File: src/verilog/phyint_pkg.sv
/*
  Constants and state type for the management interrupt and auxiliary
  status block of one copper PHY port.
  Assumes a 5-bit internal register address from the management front end.
*/
package phyint_pkg;

  // register addresses inside the main register space
  localparam logic [4:0] ADDR_MASK = 5'h19;
  localparam logic [4:0] ADDR_STAT = 5'h1a;
  localparam logic [4:0] ADDR_AUX = 5'h1c;

  // widths
  localparam int SRC_W = 15;
  localparam int REG_W = 16;

  // mask and status share one bit layout
  localparam int BIT_SUMMARY = 15;
  localparam int BIT_SPEED = 14;
  localparam int BIT_LINK = 13;
  localparam int BIT_DUPLEX = 12;
  localparam int BIT_ANEG_ERR = 11;
  localparam int BIT_ANEG_DONE = 10;
  localparam int BIT_PD_DET = 9;
  localparam int BIT_SYM_ERR = 8;
  localparam int BIT_FAST_FAIL = 7;
  localparam int BIT_EXT = 5;
  localparam int BIT_RSVD = 4;
  localparam int BIT_FALSE_CARR = 3;
  localparam int BIT_DOWNSHIFT = 2;
  localparam int BIT_MS_ERR = 1;
  localparam int BIT_RX_ERR = 0;

  // auxiliary_control_status layout
  localparam int AUX_ANEG_DONE = 15;
  localparam int AUX_ANEG_OFF = 14;
  localparam int AUX_XOVER = 13;
  localparam int AUX_CD_SWAP = 12;
  localparam int AUX_POL_LSB = 8;
  localparam int AUX_TMO_MSB = 7;
  localparam int AUX_PSE = 6;
  localparam int AUX_FDX = 5;
  localparam int AUX_SPEED_LSB = 3;
  localparam int AUX_TMO_LSB = 2;
  localparam int AUX_MEDIA_LSB = 0;

  // values after reset and writable bits
  localparam logic [15:0] MASK_RST = 16'h0000;
  localparam logic [15:0] MASK_WMASK = 16'hffef;
  localparam logic [15:0] STAT_RST = 16'h0000;
  localparam logic [15:0] RDATA_RST = 16'h0000;
  localparam logic [1:0] AUX_TMO_RST = 2'h1;
  localparam logic AUX_PSE_RST = 1'b0;

  typedef struct packed {
    logic [15:0] mask;
    logic [15:0] pend;
    logic [1:0] tmo;
    logic pse;
    logic [15:0] rdata;
    logic pin_drv;
  } phyint_state_t;

endpackage : phyint_pkg

File: src/verilog/phyint_top.sv
/*
  Interrupt mask, pending status, management interrupt pin and auxiliary
  control/status registers of one PHY port.
  Assumes the management front end presents one-cycle read and write
  strobes with a 5-bit register address, and that event detectors and
  status sources run on the same clock.
*/
`timescale 1ns/10ps
// Overview of operation
// - pin follows summary when pin enabled
// - disabled pin still records pending status
// - mask enables bits 14..6, reset zero
// - mask bits 5,3..0; bit 4 reads zero
// - status bits show pending, read-only, reset zero
// - status read returns then clears set bits
// - bit 15 summarises, causes in 14..0
// - speed, duplex events need autonegotiation enabled
// - downshift event needs advertisement bits 8..5
// - no receive error during carrier extension
// - aux 15: negotiation done or link
// - aux 14: inverse of autonegotiation enable
// - aux crossover, pair swap, pair polarity flags
// - idle timeout code bits 7,2; enable 6
// - aux speed 4:3, duplex bit 5
// - aux media bits 1:0
// - sticky bits survive soft reset if enabled
module phyint_top (
  input wire logic clk_i,
  input wire logic reset_i,
  input wire logic ce_i,
  input wire logic soft_reset_i,
  input wire logic sticky_reset_en_i,
  input wire logic [4:0] reg_addr_i,
  input wire logic reg_rd_i,
  input wire logic reg_wr_i,
  input wire logic [phyint_pkg::REG_W-1:0] reg_wdata_i,
  output logic [phyint_pkg::REG_W-1:0] reg_rdata_o,
  input wire logic [phyint_pkg::SRC_W-1:0] src_evt_i,
  input wire logic an_enable_i,
  input wire logic [3:0] adv_ability_i,
  input wire logic carrier_ext_decode_i,
  input wire logic an_complete_i,
  input wire logic link_up_i,
  input wire logic crossover_i,
  input wire logic pair_cd_swapped_flag_i,
  input wire logic [3:0] polarity_inv_i,
  input wire logic full_duplex_flag_i,
  input wire logic [1:0] speed_i,
  input wire logic [1:0] media_i,
  output logic mgmt_interrupt_pin_n_o,
  output logic mgmt_interrupt_pin_oe_o,
  output logic [1:0] link_idle_timeout_sel_o,
  output logic link_idle_power_save_enable_o
);
  import phyint_pkg::*;

  phyint_state_t st;
  phyint_state_t next_st;
  logic [SRC_W-1:0] evt_g;
  logic [SRC_W-1:0] pend_next;
  logic [REG_W-1:0] aux_word;
  logic rd_stat;
  logic wr_mask;
  logic wr_aux;
  logic sticky_flush;

  // register strobes, only while the clock enable is high
  assign rd_stat = ce_i && reg_rd_i && (reg_addr_i == ADDR_STAT);
  assign wr_mask = ce_i && reg_wr_i && (reg_addr_i == ADDR_MASK);
  assign wr_aux = ce_i && reg_wr_i && (reg_addr_i == ADDR_AUX);
  assign sticky_flush = soft_reset_i && !sticky_reset_en_i;

  // source qualifiers; the reserved slot can never latch
  always_comb begin
    evt_g = src_evt_i;
    evt_g[BIT_SPEED] = src_evt_i[BIT_SPEED] & an_enable_i;
    evt_g[BIT_DUPLEX] = src_evt_i[BIT_DUPLEX] & an_enable_i;
    evt_g[BIT_DOWNSHIFT] = src_evt_i[BIT_DOWNSHIFT] & (&adv_ability_i);
    evt_g[BIT_RX_ERR] = src_evt_i[BIT_RX_ERR] & ~carrier_ext_decode_i;
    evt_g[BIT_RSVD] = 1'b0;
  end

  phyint_pend_latch u_latch (
    .pend_i(st.pend[SRC_W-1:0]),
    .evt_i(evt_g),
    .clr_i(rd_stat),
    .flush_i(soft_reset_i),
    .pend_next_o(pend_next)
  );

  phyint_aux_word u_aux (
    .an_enable_i(an_enable_i),
    .an_complete_i(an_complete_i),
    .link_up_i(link_up_i),
    .crossover_i(crossover_i),
    .pair_cd_swapped_flag_i(pair_cd_swapped_flag_i),
    .polarity_inv_i(polarity_inv_i),
    .full_duplex_flag_i(full_duplex_flag_i),
    .speed_i(speed_i),
    .media_i(media_i),
    .tmo_i(st.tmo),
    .pse_i(st.pse),
    .word_o(aux_word)
  );

  // next state: writes, sticky handling, latches, summary, read data
  always_comb begin
    next_st = st;
    if (ce_i) begin
      if (wr_mask) begin
        next_st.mask = reg_wdata_i & MASK_WMASK;
      end
      if (wr_aux) begin
        next_st.tmo = {reg_wdata_i[AUX_TMO_MSB], reg_wdata_i[AUX_TMO_LSB]};
        next_st.pse = reg_wdata_i[AUX_PSE];
      end
      // soft reset with sticky retention off wins over a same-cycle write
      if (sticky_flush) begin
        next_st.mask = MASK_RST;
        next_st.tmo = AUX_TMO_RST;
        next_st.pse = AUX_PSE_RST;
      end
      // pending is recorded whatever the pin enable says
      next_st.pend[SRC_W-1:0] = pend_next;
      next_st.pend[BIT_SUMMARY] = (st.pend[BIT_SUMMARY] && !rd_stat && !soft_reset_i)
        || (|(pend_next & next_st.mask[SRC_W-1:0]));
      if (reg_rd_i) begin
        case (reg_addr_i)
          ADDR_MASK: next_st.rdata = st.mask;
          ADDR_STAT: next_st.rdata = st.pend;
          ADDR_AUX: next_st.rdata = aux_word;
          default: next_st.rdata = RDATA_RST;
        endcase
      end
      next_st.pin_drv = next_st.pend[BIT_SUMMARY] && next_st.mask[BIT_SUMMARY];
    end
  end

  // single state register, frozen while ce_i is low
  always_ff @(posedge clk_i or posedge reset_i) begin
    if (reset_i) begin
      st.mask <= MASK_RST;
      st.pend <= STAT_RST;
      st.tmo <= AUX_TMO_RST;
      st.pse <= AUX_PSE_RST;
      st.rdata <= RDATA_RST;
      st.pin_drv <= 1'b0;
    end else begin
      st <= next_st;
    end
  end

  // open-drain pin: only ever pulls low, released otherwise
  assign mgmt_interrupt_pin_n_o = 1'b0;
  assign mgmt_interrupt_pin_oe_o = st.pin_drv;
  assign reg_rdata_o = st.rdata;
  assign link_idle_timeout_sel_o = st.tmo;
  assign link_idle_power_save_enable_o = st.pse;
endmodule : phyint_top

File: src/verilog/phyint_pend_latch.sv
/*
  Next-state logic of the per-source pending latches.
  Assumes events are one-cycle pulses already gated by their conditions.
*/
`timescale 1ns/10ps
module phyint_pend_latch (
  input wire logic [phyint_pkg::SRC_W-1:0] pend_i,
  input wire logic [phyint_pkg::SRC_W-1:0] evt_i,
  input wire logic clr_i,
  input wire logic flush_i,
  output logic [phyint_pkg::SRC_W-1:0] pend_next_o
);
  import phyint_pkg::*;

  // an event in the clearing cycle wins, so nothing is lost
  for (genvar i = 0; i < SRC_W; i++) begin : g_bit
    assign pend_next_o[i] = evt_i[i] | (pend_i[i] & ~clr_i & ~flush_i);
  end

endmodule : phyint_pend_latch

File: src/verilog/phyint_aux_word.sv
/*
  Builds the auxiliary_control_status read word.
  Assumes all status inputs come from logic on the same clock.
*/
`timescale 1ns/10ps
module phyint_aux_word (
  input wire logic an_enable_i,
  input wire logic an_complete_i,
  input wire logic link_up_i,
  input wire logic crossover_i,
  input wire logic pair_cd_swapped_flag_i,
  input wire logic [3:0] polarity_inv_i,
  input wire logic full_duplex_flag_i,
  input wire logic [1:0] speed_i,
  input wire logic [1:0] media_i,
  input wire logic [1:0] tmo_i,
  input wire logic pse_i,
  output logic [phyint_pkg::REG_W-1:0] word_o
);
  import phyint_pkg::*;

  // live flags next to the stored power-save controls
  always_comb begin
    word_o = '0;
    word_o[AUX_ANEG_DONE] = an_enable_i ? an_complete_i : link_up_i;
    word_o[AUX_ANEG_OFF] = ~an_enable_i;
    word_o[AUX_XOVER] = crossover_i;
    word_o[AUX_CD_SWAP] = pair_cd_swapped_flag_i;
    word_o[AUX_POL_LSB +: 4] = polarity_inv_i;
    word_o[AUX_TMO_MSB] = tmo_i[1];
    word_o[AUX_TMO_LSB] = tmo_i[0];
    word_o[AUX_PSE] = pse_i;
    word_o[AUX_FDX] = full_duplex_flag_i;
    word_o[AUX_SPEED_LSB +: 2] = speed_i;
    word_o[AUX_MEDIA_LSB +: 2] = media_i;
  end

endmodule : phyint_aux_word

File: config.mk
export PLATFORM = sky130hd
export DESIGN_NAME = phyint_top
export DESIGN_NICKNAME = d
export VERILOG_FILES = /design/src/verilog/phyint_pkg.sv /design/src/verilog/phyint_top.sv /design/src/verilog/phyint_pend_latch.sv /design/src/verilog/phyint_aux_word.sv
export SDC_FILE = /design/constraint.sdc
export NUM_CORES = 1
export LEC_CHECK = 0
export BUFFER_PORTS_ARGS = -buffer_cell sky130_fd_sc_hd__buf_4
export CORE_MARGIN = 2
export CORE_UTILIZATION = 30
export DETAILED_ROUTE_END_ITERATION = 10
export PLACE_DENSITY = 0.58
export RECOVER_POWER = 25
export SLEW_MARGIN = 30
export SYNTH_ARGS = -nofsm -noshare
export SYNTH_HDL_FRONTEND = slang
export SYNTH_SLANG_ARGS = --single-unit
File: constraint.sdc
create_clock -name clk_i -period 2.05 [get_ports clk_i]
set_clock_uncertainty 0.15 [all_clocks]
set_input_delay 0.1025 -clock clk_i [delete_from_list [all_inputs] [get_ports clk_i]]
set_output_delay 0.1025 -clock clk_i [all_outputs]
set_load 0.02 [all_outputs]
* Word level (Yosys, flattened, before mapping)
Cells that the tools add are included.
Word-level totals: bits of input ports 62, output and inout bits 21, bits in registers 52
Operators by class: multiplexer cells 7, equality and inequality tests 3, reduce and logical (&&, ||, !) cells 18, bitwise logic cells 53
Operators with widths (number):
- 16-bit 2-to-1 mux | 3
- 16-bit case mux with 3 select lines | 1
- 1-bit bitwise AND | 34
- 15-bit bitwise AND | 1
- 5-bit equality test, second input constant | 3
- 15-bit OR reduction | 1
- 1-bit OR | 14
- 1-bit logical AND | 9
- 3-bit 2-to-1 mux | 2
- 1-bit NOT | 4
- 2-bit AND reduction | 2
- 4-bit AND reduction | 1
- 1-bit logical NOT | 3
- 2-bit nonzero test | 1
- 1-bit logical OR | 1
- 1-bit 2-to-1 mux | 1

* Longest topological paths before layout
word-level depth 10, gate-level depth with buffers 10

* Modules after synthesis
From an unflattened synthesis, not the netlist that was laid out.
Second synthesis, totals: cells, all modules 264, area total of the unflattened synthesis 2861.5 um^2
Modules (own cells, without submodules):
- phyint_top | cells each 231, times used 1, area an instance 2596.2 um^2
- phyint_pend_latch | cells each 17, times used 1, area an instance 141.4 um^2
- phyint_aux_word | cells each 16, times used 1, area an instance 123.9 um^2

* Worst setup path after synthesis
OpenSTA, ideal clock, no wires.
path type in2reg, start point input ce_i, end point register st (netlist bit mgmt_interrupt_pin_oe_o), setup time 0.140 ns, path buffers 2, setup slack -0.155 ns, stages on the path 9, data arrival time 1.915 ns, cell sequence buf_6 > and4b_1 > and2_4 > buf_6 > mux2_4 > a311o_1 > a221o_1 > nor4_2 > o32ai_1
On the way: cells in the longest elaborated chain, start to end 10
RTL lines:
- from (decl) | line phyint_top.sv:30 | input wire logic ce_i,
- 1-bit logical AND (2 in a row) | line phyint_top.sv:68 | assign rd_stat = ce_i && reg_rd_i && (reg_addr_i == ADDR_STAT);
- 1-bit NOT | line phyint_pend_latch.sv:17 | assign pend_next_o[i] = evt_i[i] | (pend_i[i] & ~clr_i & ~flush_i);
- 1-bit bitwise AND (2 in a row) | line phyint_pend_latch.sv:17
- 1-bit OR | line phyint_pend_latch.sv:17
- 15-bit bitwise AND | line phyint_top.sv:126 | || (|(pend_next & next_st.mask[SRC_W-1:0]));
- 15-bit OR reduction | line phyint_top.sv:126
- 1-bit logical OR | line phyint_top.sv:126
- 1-bit logical AND | line phyint_top.sv:135 | next_st.pin_drv = next_st.pend[BIT_SUMMARY] && next_st.mask[BIT_SUMMARY];
- to (signal assigned) | line phyint_top.sv:149 | st <= next_st;
- to (decl) | line phyint_top.sv:57 | phyint_state_t st;
Parallel ways exist; a longest one is shown, timed or not. The select of a mux whose other input is x is not followed. A chain may end at the register's enable or synchronous reset.

* Final worst setup path
start point input reg_wdata_i[0] (netlist name), end point register st (netlist bit mgmt_interrupt_pin_oe_o)
On the way: cells in the longest elaborated chain, start to end 7
RTL lines:
- from (decl) | line phyint_top.sv:36 | input wire logic [phyint_pkg::REG_W-1:0] reg_wdata_i,
- 16-bit 2-to-1 mux | line phyint_top.sv:110 | if (wr_mask) begin
- 16-bit 2-to-1 mux | line phyint_top.sv:118 | if (sticky_flush) begin
- 16-bit 2-to-1 mux | line phyint_top.sv:109 | if (ce_i) begin
- 15-bit bitwise AND | line phyint_top.sv:126
- 15-bit OR reduction | line phyint_top.sv:126
- 1-bit logical OR | line phyint_top.sv:126
- 1-bit logical AND | line phyint_top.sv:135
No other way between the ends. The select of a mux whose other input is x is not followed.

==> impl_metrics.py <==
metrics = {
    "status": {
        "status": "finished, violations left",
        "violations": "hold timing",
    },
    "routing": {
        "via_count": 2706,
        "detail_route.vias_per_cell": 5.46,
        "avgRoutedWirePerCell_um": 17.9,
        "ant_nets": 0,
        "drtPass1Iterations": 6,
        "remaining_drc_errors": 0,
        "routed_wirelength_mm": 8.88,
        "drtIter0Drc": 223,
    },
    "hold_path": {
        "holdCritStartpoint": "media_i[0]",
        "hold_end": "reg_rdata_o[0]",
        "whs_path_depth": 3,
        "hp-class": "in -> reg",
    },
    "placed_design": {
        "dp_slack_ns": -0.259,
        "dp_cells": 458,
        "io_buffers": 79,
        "place.gp.congestion": 0.876,
        "dp_hpwl_mm": 6.45,
        "placed_cell_area_sq_mm": 0.00350,
    },
    "synth": {
        "async_flop_share_pct": 100,
        "syn_area_per_cell_sq_um": 9.87,
        "yosysTopAreaCell": "dfrtp_1",
        "synth_fp_nets": 341,
        "synth_cell_types": 49,
        "synth_edf_count": 0,
        "ys_seq_area_share_pct": 47.3,
        "netlist.area_leader.share_pct": 46.3,
        "synth_area_sq_mm": 0.00275,
        "yosysWarnings": 0,
        "synthCells": 279,
        "synthFlopType": "dfrtp_1",
        "synth_seq_cells": 52,
        "synthTopCellsByArea": "dfrtp_1 (46%), nand2_1 (5.3%), buf_4 (5.2%)",
    },
    "floorplanning": {
        "start_util_pct": 31.3,
        "fp.dieW_um": 99.8,
        "core_sq_mm": 0.00881,
        "pin_count": 83,
        "dieArea_sq_mm": 0.00996,
        "die_y_um": 99.8,
        "row_count": 34,
    },
    "setup_path": {
        "rrSetupSlack_ns": 0.09,
        "rr_worst_depth": 5,
        "path_class": "in -> reg",
        "slowest_delay_ns": 0.54,
        "cp_max_fo": 2,
        "end_kind": "flip-flop",
        "r2r-end": "mgmt_interrupt_pin_oe_o",
        "crit_arrival_ns": 2.05,
        "cp-startpoint": "reg_wdata_i[0]",
        "required_ns": 2.09,
        "slowest_stage": "dlygate4sd3_1",
        "start_kind": "input port",
        "crit_path_cell_trace": "dlygate4sd3_1 > buf_4 > mux2_4 > a311o_1 > a221o_1 > nor4_4 > o32ai_1",
        "reg2reg_from": "st[36]",
    },
    "layout": {
        "final_common_cell": "buf_4",
        "area_delta_synth_final_pct": 40.8,
        "fillers": 873,
        "final_cell_mix": "buf_4 (97), dfrtp_1 (51), nand2_1 (39)",
        "drive_gt1_share_pct": 29.6,
        "nets": 449,
        "multi_input_area_sq_mm": 0.00121,
        "stdcell_area_sq_mm": 0.00388,
        "regArea_sq_mm": 0.00130,
        "antenna_cells": 0,
        "finalNonFillerCells": 496,
    },
    "timing": {
        "hold_viol": 1,
        "min_period_ns": 2.01,
        "rsz0062_at_grt": "no",
        "worst_slew_pin_slew_ns": 0.854,
        "finalSetupViolCount": 0,
        "fin_hold_ws_ns": -0.000511,
        "slew_headroom_pct": 43.0,
        "final_max_slew_viol_count": 0,
        "timing.fmax_ghz": 0.498,
        "fin_crit_sh_pct": 98.0,
        "fin_ws_ns": 0.0404,
    },
    "clocking": {
        "cts_tree": "done",
        "cts_root_buf": "clkbuf_8",
        "post_cts.repair.setup_buffers": 0,
        "clk_path_buf_depth": 2,
        "cts_buffers": 5,
        "htreeDepth": 2,
        "clkTransAtPathRegs_ns": 0.10,
        "clock_latency_ns": 0.31,
        "clock_sinks": 52,
    },
    "global_route": {
        "grt_pass1_vias": 2727,
        "grt_max_degree": 34,
        "antenna_found_initial": 0,
        "grt-ovfl-total": 0,
        "grt_pass1_wl_mm": 14.1,
        "globalRouteTotalUtil_pct": 18.2,
    },
    "power": {
        "power_per_cell_area_mw_per_mm2": 564,
        "ir_worst_vdd_uv": 293,
        "p_leak_nw": 1.81,
    },
    "job": {
        "drv_cap": 0,
    },
}
[timing repair]
| action | in CTS | in global routing |
|---|---|---|
| resized for setup | 0 | 1 |
| endpoints found under the hold margin | 48 | 0 |
| setup endpoints to repair | 0 | 2 |
| hold buffers | 30 | 0 |
[registers in the layout, summed over array words and instances, names as in the netlist]
register and cells:
st 32, link_idle_power_save_enable_o 1, reg_rdata_o 16, link_idle_timeout_sel_o 2
mgmt_interrupt_pin_oe_o 1
[metal layers]
layer / vias up / share of wire, % / GRT usage (%)
li1: 1244 / - / -
met1: 1330 / 43 / 24.2
met2: 123 / 49 / 30.3
met3: 9 / 6.6 / 2.92
met4: 0 / 1.3 / 5.80
met5: - / 0 / 0
[cells in the mapped netlist (all sizes together), types with 2 or more instances]
| master | n |
|---|---|
| a22o | 12 |
| and3 | 4 |
| and4b | 2 |
| buf | 22 |
| dfrtp | 51 |
| nand2 | 39 |
| nor3b | 2 |
| a32o | 4 |
| a211o | 2 |
| mux2 | 5 |
| nor2 | 3 |
| nand2b | 2 |
| a222oi | 14 |
| a31oi | 2 |
| mux2i | 7 |
| and2 | 3 |
| a22oi | 2 |
| o2111ai | 2 |
| a21oi | 17 |
| inv | 6 |
| clkbuf | 16 |
| o31ai | 3 |
| o21ai | 21 |
| nor3 | 11 |
| a21o | 5 |
| or3 | 2 |
| a221o | 2 |
[where the power goes]
part	leakage, nW	switching (W)	internal [W]
sequential	0.689	0.0000375	0.00107
clock	0.0524	0.000340	0.000366
combinational	1.07	0.000170	0.000204
[area by class of cell]
| class | instances | share of cell area, % |
|---|---|---|
| flip-flops and latches | 52 | 33.6 |
| repair buffers | 139 | 28.2 |
| clock buffers | 7 | 1.97 |
| inverters | 7 | 0.678 |
| clock inverters | 1 | 0.774 |
| well taps | 108 | 3.49 |
| multi-input cells | 182 | 31.3 |
[per-stage QoR]
| stage | TNS [ns] | hold slack [ns] | util (%) | power (W) |
|---|---|---|---|---|
| floorplan | -0.122 | 0.0826 | - | 0.00126 |
| global route | 0 | 0.000450 | 44.0 | 0.00228 |
| CTS | 0 | 0.00166 | 44.4 | 0.00220 |
| finish | 0 | -0.000511 | 44.0 | 0.00219 |
| detailed placement | -0.494 | -0.00448 | 39.7 | 0.00145 |
| global placement | -0.267 | -0.00395 | 39.7 | 0.00144 |
[cells by family (layout without fill, tap and decap cells)]
group | after synthesis | count (layout) | synth area share, %
muxes | 12 | 12 | 4.72
DFF | 52 | 52 | 47.3
other | 1 | 1 | 0.136
and+or+nand+nor | 76 | 76 | 13.9
AOI/OAI and AO/OA | 93 | 93 | 24.7
buffers and inverters | 45 | 154 | 9.31
[critical path, delay by kind of cell]
kind	cells	cell delay (ns)
AOI/OAI and AO/OA	3	0.76
and+or+nand+nor	1	0.25
muxes	1	0.26
buffers and inverters	2	0.68
[how the worst max path moves through the flow]
stage                               to  slack (ns)  cells after the start
2_1_floorplan  mgmt_interrupt_pin_oe_o       -0.07                      9
3_3_place_gp   mgmt_interrupt_pin_oe_o       -0.14                      8
3_5_place_dp   mgmt_interrupt_pin_oe_o       -0.26                      8
4_1_cts        mgmt_interrupt_pin_oe_o        0.05                      7
5_1_grt        mgmt_interrupt_pin_oe_o       0.009                      9
6_report       mgmt_interrupt_pin_oe_o        0.04                      7
Note: power is estimated with default switching activity, not from simulation.
